$ cat src/ccric_pkg.sv
// package: register map, fields, reset values and idle states for the clock ratio
package ccric_pkg;
    localparam logic [11:0] ADDR_CLOCK_DIVIDER = 12'h000;
    localparam logic [11:0] ADDR_IDLE_STATUS = 12'h004;
    localparam int RETURN_BIT = 15;
    localparam int RATIO_HI = 14;
    localparam int RATIO_LO = 12;
    localparam int SLOW_BIT = 11;
    localparam int POST_HI = 10;
    localparam int POST_LO = 8;
    localparam logic [15:0] CTRL_RESET = 16'h0000;
    localparam logic [15:0] CTRL_WMASK = 16'hff00;
    localparam logic [2:0] RATIO_1_1 = 3'h0;
    localparam logic [7:0] POST_FULL = 8'h00;
    typedef enum logic [1:0] {
        CCRIC_RUN = 2'b00,
        CCRIC_ENTER = 2'b01,
        CCRIC_IDLE = 2'b10
    } ccric_state_t;
endpackage : ccric_pkg

$ cat src/ccric_top.sv
// cpu clock ratio, rc postscaler and idle sequencing with an apb slave
//
// Chosen here: the APB slave port and the placing of the registers.
`timescale 1ns/1ns
// What this block does
// - return_on_interrupt plus interrupt clears slowdown_enable, ratio to 1:1.
// - without return_on_interrupt, interrupts leave enable and ratio alone.
// - ratio field 000..111 selects cpu divide 1,2,4,...,128.
// - with slowdown_enable set the cpu clock is divided by the ratio.
// - with slowdown_enable clear the cpu runs at full rate.
// - rc postscaler field 000..111 selects divide 1,2,4,...,64,256.
// - idle entry withholds the cpu clock.
// - idle entry clears the watchdog count.
// - system clock keeps running during idle.
// - low-power oscillator runs in idle when watchdog or monitor is on.
// - idle ends on enabled interrupt, reset or watchdog time-out.
// - wake restores the cpu clock at once.
// - an interrupt during idle entry is deferred until entry completes.
// - enable at bit 11, ratio at bits 14:12, ratio defaults to 1:1.
// - return_on_interrupt at bit 15, default off.
// - peripherals keep full rate; only the cpu enable is thinned.
module ccric_top #(
    parameter int RATIO_W = 3,
    parameter int CNT_W = 8
) (
    input wire logic clk_sys,
    input wire logic rstn,
    input wire logic psel,
    input wire logic penable,
    input wire logic pwrite,
    input wire logic [11:0] paddr,
    input wire logic [31:0] pwdata,
    output logic [31:0] prdata,
    output logic pready,
    output logic pslverr,
    input wire logic idle_req,
    input wire logic irq_pending,
    input wire logic watchdog_timeout,
    input wire logic watchdog_enable,
    input wire logic failsafe_monitor_enable,
    input wire logic fast_osc_tick,
    output logic cpu_clk_en,
    output logic periph_clk_en,
    output logic watchdog_clear,
    output logic lp_osc_enable,
    output logic rc_clk_en,
    output logic idle_active,
    output logic wake_pulse
);
    logic [15:0] ctrl_q;
    logic [CNT_W-1:0] cnt_q;
    logic [CNT_W-1:0] rc_cnt_q;
    logic [RATIO_W:0] cfg_last_q;
    ccric_pkg::ccric_state_t state_q;
    logic slow_en;
    logic [RATIO_W-1:0] ratio;
    logic [RATIO_W-1:0] rcsel;
    logic [CNT_W-1:0] div_max;
    logic [CNT_W-1:0] rc_max;
    logic cfg_change;
    logic wr_ctrl;
    logic rd_hit;
    logic wake_ev;
    logic ret_hit;
    logic wake_held_q;
    logic wake_go;

    assign slow_en = ctrl_q[ccric_pkg::SLOW_BIT];
    assign ratio = ctrl_q[ccric_pkg::RATIO_HI:ccric_pkg::RATIO_LO];
    assign rcsel = ctrl_q[ccric_pkg::POST_HI:ccric_pkg::POST_LO];
    // 1:N ratio as terminal count N-1; disabled means every clock
    assign div_max = slow_en ? CNT_W'((1 << ratio) - 1)
                             : CNT_W'(0);
    // code 7 jumps to 256 rather than 128
    assign rc_max = (rcsel == 3'h7) ? CNT_W'(255)
                                    : CNT_W'((1 << rcsel) - 1);
    assign cfg_change = {slow_en, ratio} != cfg_last_q;
    assign wr_ctrl = psel && penable && pwrite
                     && paddr == ccric_pkg::ADDR_CLOCK_DIVIDER;
    assign rd_hit = paddr == ccric_pkg::ADDR_CLOCK_DIVIDER
                    || paddr == ccric_pkg::ADDR_IDLE_STATUS;
    assign ret_hit = irq_pending && ctrl_q[ccric_pkg::RETURN_BIT];
    assign wake_ev = irq_pending || watchdog_timeout;
    assign wake_go = wake_ev || wake_held_q;

    // control register; interrupt auto-return overrides a same-cycle write
    always_ff @(posedge clk_sys) begin
        if (!rstn) begin
            ctrl_q <= ccric_pkg::CTRL_RESET;
        end else begin
            if (wr_ctrl) begin
                ctrl_q <= pwdata[15:0] & ccric_pkg::CTRL_WMASK;
            end
            if (ret_hit) begin
                ctrl_q[ccric_pkg::SLOW_BIT] <= 1'b0;
                ctrl_q[ccric_pkg::RATIO_HI:ccric_pkg::RATIO_LO]
                    <= ccric_pkg::RATIO_1_1;
            end
        end
    end

    // apb slave: zero wait states, unmapped address gives pslverr
    always_ff @(posedge clk_sys) begin
        if (!rstn) begin
            prdata <= 32'h0000_0000;
            pready <= 1'b0;
            pslverr <= 1'b0;
        end else begin
            pready <= psel && !penable;
            pslverr <= psel && !penable && !rd_hit;
            prdata <= 32'h0000_0000;
            if (psel && !penable && !pwrite) begin
                if (paddr == ccric_pkg::ADDR_CLOCK_DIVIDER) begin
                    prdata <= {16'h0000, ctrl_q};
                end else if (paddr == ccric_pkg::ADDR_IDLE_STATUS) begin
                    prdata <= {30'h0000_0000, state_q};
                end
            end
        end
    end

    // doze counter; restarts on any change of enable or ratio
    always_ff @(posedge clk_sys) begin
        if (!rstn) begin
            cnt_q <= '0;
            cfg_last_q <= '0;
        end else begin
            cfg_last_q <= {slow_en, ratio};
            if (cfg_change || cnt_q >= div_max) begin
                cnt_q <= '0;
            end else begin
                cnt_q <= cnt_q + CNT_W'(1);
            end
        end
    end

    // rc postscaler divides the fast oscillator ticks
    always_ff @(posedge clk_sys) begin
        if (!rstn) begin
            rc_cnt_q <= '0;
            rc_clk_en <= 1'b0;
        end else begin
            rc_clk_en <= 1'b0;
            if (fast_osc_tick) begin
                if (rc_cnt_q >= rc_max) begin
                    rc_cnt_q <= '0;
                    rc_clk_en <= 1'b1;
                end else begin
                    rc_cnt_q <= rc_cnt_q + CNT_W'(1);
                end
            end
        end
    end

    // idle sequencer; a wake seen during entry is acted on once idle
    always_ff @(posedge clk_sys) begin
        if (!rstn) begin
            state_q <= ccric_pkg::CCRIC_RUN;
            watchdog_clear <= 1'b0;
            wake_pulse <= 1'b0;
            wake_held_q <= 1'b0;
        end else begin
            watchdog_clear <= 1'b0;
            wake_pulse <= 1'b0;
            case (state_q)
                ccric_pkg::CCRIC_RUN: begin
                    if (idle_req) begin
                        state_q <= ccric_pkg::CCRIC_ENTER;
                        watchdog_clear <= 1'b1;
                        // a wake that drops before idle must not be lost
                        wake_held_q <= wake_ev;
                    end
                end
                ccric_pkg::CCRIC_ENTER: begin
                    state_q <= ccric_pkg::CCRIC_IDLE;
                    if (wake_ev) begin
                        wake_held_q <= 1'b1;
                    end
                end
                ccric_pkg::CCRIC_IDLE: begin
                    if (wake_go) begin
                        state_q <= ccric_pkg::CCRIC_RUN;
                        wake_pulse <= 1'b1;
                        wake_held_q <= 1'b0;
                    end
                end
                default: begin
                    state_q <= ccric_pkg::CCRIC_RUN;
                    wake_held_q <= 1'b0;
                end
            endcase
        end
    end

    // clock enables; the cpu enable is gated, never the system clock
    always_ff @(posedge clk_sys) begin
        if (!rstn) begin
            cpu_clk_en <= 1'b0;
            periph_clk_en <= 1'b0;
            idle_active <= 1'b0;
            lp_osc_enable <= 1'b0;
        end else begin
            periph_clk_en <= 1'b1;
            idle_active <= state_q == ccric_pkg::CCRIC_ENTER
                           || (state_q == ccric_pkg::CCRIC_IDLE && !wake_go)
                           || (state_q == ccric_pkg::CCRIC_RUN && idle_req);
            // withheld from the request edge; restored on the wake edge itself
            cpu_clk_en <= !idle_req && (state_q == ccric_pkg::CCRIC_RUN
                          || (state_q == ccric_pkg::CCRIC_IDLE && wake_go))
                          && (cnt_q >= div_max || cfg_change);
            lp_osc_enable <= watchdog_enable || failsafe_monitor_enable;
        end
    end
endmodule : ccric_top

$ cat config.mk
export PLATFORM = sky130hd
export DESIGN_NAME = ccric_top
export DESIGN_NICKNAME = d
export VERILOG_FILES = /design/src/ccric_pkg.sv /design/src/ccric_top.sv
export SDC_FILE = /design/constraint.sdc
export NUM_CORES = 1
export LEC_CHECK = 0
export BUFFER_PORTS_ARGS = -buffer_cell sky130_fd_sc_hd__buf_2
export CAP_MARGIN = 20
export CORE_UTILIZATION = 46
export DETAILED_ROUTE_END_ITERATION = 12
export PLACE_DENSITY = 0.76
export SETUP_SLACK_MARGIN = 0.3
export SLEW_MARGIN = 20
export SYNTH_ARGS = -nofsm -noshare
export SYNTH_HDL_FRONTEND = slang
export SYNTH_SLANG_ARGS = --single-unit
export TNS_END_PERCENT = 50
$ cat constraint.sdc
create_clock -name clk_sys -period 3.2 [get_ports clk_sys]
set_clock_uncertainty 0.1 [all_clocks]
set_input_delay 0.16 -clock clk_sys [delete_from_list [all_inputs] [get_ports clk_sys]]
set_output_delay 0.16 -clock clk_sys [all_outputs]
set_load 0.01 [all_outputs]
# Yosys cells after proc, flatten, opt, wreduce, memory -nomap -nowiden
# Cells that the tools add are included.
# Widths: inputs -> output; s select.
# word_totals
ff_bits	72
inputBits	55
output_inout_bits	41
elab_cells	94
# classes
add_sub_neg	4
order_cmp	2
n_eq_ne	8
shifts	2
muxes	16
n_bitwise	4
n_reduce_logical	38
# op_table
operator	n
$mux 8	3
$add 8x1->8 const B	2
$ge 8x8->1	2
$mux 16	1
$shl 1x3->8 const A	2
$sub 8x2->8 const B	2
$eq 12x3->1 const B	1
$logic_and 1x1->1	12
$logic_not 12->1	1
$reduce_and 2->1	5
$logic_or 1x1->1	8
$mux 1	7
$mux 2	3
$ne 2x2->1 const B	3
$pmux 2 s3	1
$reduce_or 2->1	3
$reduce_or 3->1	2
$logic_not 1->1	5
$ne 4x4->1	1
$not 1->1	4
$eq 3x3->1 const B	1
$pmux 1 s3	1
$reduce_and 3->1	1
$eq 2x1->1 const B	1
2 further kinds	2

# Logic depth before layout (Yosys ltp)
# logic_depth
word_depth	6
depth_mapped	12
depth_no_buf	11

# Worst setup path after synthesis
# OpenSTA, ideal clock, no wires.
# synth_path
path_kind	register to register
from	register ctrl_q[9]
to	register rc_cnt_q[0]
setup_ns	0.069
arrival_time_ns	2.564
required_ns	3.031
setup_slack_ns	0.467
path_stages_with_launch	12
n_path_buf	1
synth_period_minus_slack_ns	2.733
path_cell_list	dfxtp_1 clkbuf_1 or3_1 ha_1 inv_1 o211ai_1 o31a_1 ha_1 and3_1 a221oi_1 o221ai_1 nor2_1
# synth_between
elab_chain_len	5
elab_cells_between_ends	6
classes_between	add/sub: 1; order compare: 1; eq/ne: 1; shift: 1; mux: 2
# synth_rtl
element	line	text
from (decl)	ccric_top.sv:50	logic [15:0] ctrl_q;
from (signal assigned)	ccric_top.sv:89	ctrl_q <= ccric_pkg::CTRL_RESET;
from (signal assigned)	ccric_top.sv:92	ctrl_q <= pwdata[15:0] & ccric_pkg::CTRL_WMASK;
$shl 1x3->8	ccric_top.sv:76	: CNT_W'((1 << rcsel) - 1);
$sub 8x2->8	ccric_top.sv:76	
$mux 8 *	ccric_top.sv:75	assign rc_max = (rcsel == 3'h7) ? CNT_W'(255)
$ge 8x8->1 *	ccric_top.sv:145	if (rc_cnt_q >= rc_max) begin
$mux 8 *	ccric_top.sv:145	
to (signal assigned)	ccric_top.sv:149	rc_cnt_q <= rc_cnt_q + CNT_W'(1);
to (decl)	ccric_top.sv:52	logic [CNT_W-1:0] rc_cnt_q;
# Every way passes the cells marked *; elsewhere a longest branch is shown, timed or not.
# A chain may end at the register's enable or synchronous reset.

# Worst setup path after layout
# layout_path
from	register ctrl_q[9]
to	register rc_cnt_q[4]
# The elaborated chain is that of the path after synthesis.

==> metrics.yaml <==
dp_hpwl_mm: 3.34
grt-ovfl-total: 0
vias: 1930
synth-seq-cells: 50
finalInstanceArea_um2: 2920
first_pass_iters: 4
num-nets-final: 395
cp_common_cell: "ha_1"
grt_max_degree: 26
cts_sinks: 50
rsz0062_at_grt: "no"
numPortBuffers: 49
placementRows: 26
path_max_fanout: 14
critPathSlowestCell: "dfxtp_2"
grt_pass1_wl_mm: 7.78
required_ns: 3.34
die_x_um: 76.2
postPlaceCellArea_um2: 2750
cap_violations: 0
layout_commonest_cell: "buf_2"
syn_to_final_growth_pct: 15.4
finalSetupTns_ns: 0
grt_antenna_before_repair: 0
io_pins: 96
numCtsBuffers: 5
path_cells: "or3_1, ha_1, inv_1, o211ai_1, o31a_1, ha_1, and3_1, a221oi_2, o221ai_2, buf_4, nor2_1"
synth_edf_count: 0
crit_path_start_kind: "flip-flop"
cts_max_level: 2
clock_latency_ns: 0.30
setup_violations: 0
routedWlPerCell_um: 11.5
drive_above_1_share: 0.224
root_buffer: "clkbuf_8"
period_minus_slack_ns: 2.71
critical-path-top-delay-family: "compound AO/OA/AOI/OAI gates"
min_period_over_period: 0.848
worstSetupPathType: "reg -> reg"
cp_data_arrival_time_ns: 2.86
cts_tree: "done"
die_y_um: 76.2
coreArea_um2: 5200
p_leak_uw: 0.00137
yosysSeqAreaShare: 0.395
ir_worst_vdd_mv: 0.191
path_clk_slew_ns: 0.09
yosys_warnings: 0
drv_slew: 0
drtIter0Drc: 73
postSynthCellCount: 267
routed_wl_mm: 4.50
num_antenna_cells: 0
first_global_vias: 1724
status: "finished, final reports clean"
power_density_nw_per_um2: 372
synthArstFlopShare: 0
path_buf_inv: 2
slew-limit-headroom: 0.656
fmax_mhz: 369
hold_violations: 0
synth.distinct_cells: 43
drc_errors: 0
start_util: 0.487
gr-usage-all-layers: 0.165
synth_area_um2: 2530
final_cell_mix: "buf_2 (49), dfxtp_1 (48), conb_1 (23), nor2_1 (21), ha_1 (19)"
syn-mean-instance-area_um2: 9.48
gp_congestion: 0.785
yosys_most_used_dff: "dfxtp_1"
drtAntennaViolNets: 0
dieArea_um2: 5810
hp-class: "in -> reg"
max_stage_delay_ns: 0.40
cts.path.max_buffers: 2
cp-end-kind: "flip-flop"
vias_per_cell: 4.92
worst_slew_pin_slew_ns: 0.514
timing repair:
action | CTS | global route
gates resized for setup | 1 | 3
hold endpoints to repair | 5 | 0
setup endpoints to repair | 8 | 9
pin swaps | 0 | 1
setup buffers | 0 | 2
hold buffers | 6 | 0
final timing paths:
check,startpoint,end,slack (ns),cells past startpoint
worst max register to register,ctrl_q[9]$_SDFFE_PN0P_,rc_cnt_q[4]$_SDFFE_PN0P_,0.49,11
worst min register to register,ctrl_q[15]$_SDFFE_PN0P_,prdata[15]$_SDFF_PN0_,0.40,1
worst max-delay path,ctrl_q[9]$_SDFFE_PN0P_,rc_cnt_q[4]$_SDFFE_PN0P_,0.49,11
worst min-delay path,pwdata[14],ctrl_q[14]$_SDFFE_PP0P_,0.008,3
cell families after synthesis:
family | count (synthesis) | synth area share
AND/OR/NAND/NOR | 103 | 0.234
multiplexers | 9 | 0.0356
adder cells (fa/ha/maj) | 19 | 0.0939
buffers and inverters | 38 | 0.0904
other | 2 | 0.00297
XOR/XNOR | 17 | 0.0588
flip-flops | 50 | 0.395
AO/OA/AOI/OAI | 29 | 0.0894
registers in the layout (all words and copies together) (netlist names):
name and cells:
cnt_q 8, rc_clk_en 1, periph_clk_en 1, wake_pulse 1
ctrl_q 8, watchdog_clear 1, cfg_last_q 4, rc_cnt_q 8
wake_held_q 1, prdata 10, idle_active 1, cpu_clk_en 1
lp_osc_enable 1, pslverr 1, pready 1, state_q 2
through the flow:
step	util	worst slack (ns)	hold WS, ns	total power (uW)	cells
after floorplan	-	0.467	0.0877	719	288
after global placement	0.527	0.275	0.268	734	376
after detailed placement	0.527	0.232	0.269	735	376
after CTS	0.557	0.317	0.00348	1100	390
after global routing	0.562	0.325	0.00999	1150	392
final	0.562	0.487	0.00781	1090	392
final cells by class:
| type | instances | area, um^2 |
|---|---|---|
| clock buffers | 5 | 68.8 |
| clock inverters | 3 | 18.8 |
| fillers | 470 | 2280 |
| inverters | 6 | 22.5 |
| multi-input cells | 200 | 1390 |
| flip-flops and latches | 50 | 1000 |
| well taps | 70 | 87.6 |
| repair buffers | 58 | 328 |
Yosys cell counts (all sizes together), types with 6 or more instances:
cell / number / area share
nor2: 21 / 0.031
inv: 6 / 0.0089
buf: 25 / 0.071
and2: 17 / 0.042
nand2: 12 / 0.018
clkbuf: 7 / 0.010
ha: 19 / 0.094
mux2i: 9 / 0.036
nand3: 9 / 0.018
xnor2: 12 / 0.042
and3: 12 / 0.030
dfxtp: 50 / 0.40
power by group:
group          total [uW]  switching [uW]  internal, uW
sequential            639            5.87           633
clock                 359             204           154
combinational        90.1            49.7          40.3
total                1090             260           827
layer usage:
metal | routed length (um) | track usage
met2 | 2220 | 0.288
met1 | 2060 | 0.200
met3 | 189 | 0.0407
met5 | 0 | 0
met4 | 42 | 0.0500
worst min-delay path, stage by stage:
cell	delay [ns]
buf_2	0.08
mux2i_1	0.05
nor2_1	0.08
(Power assumes the default switching activity.)
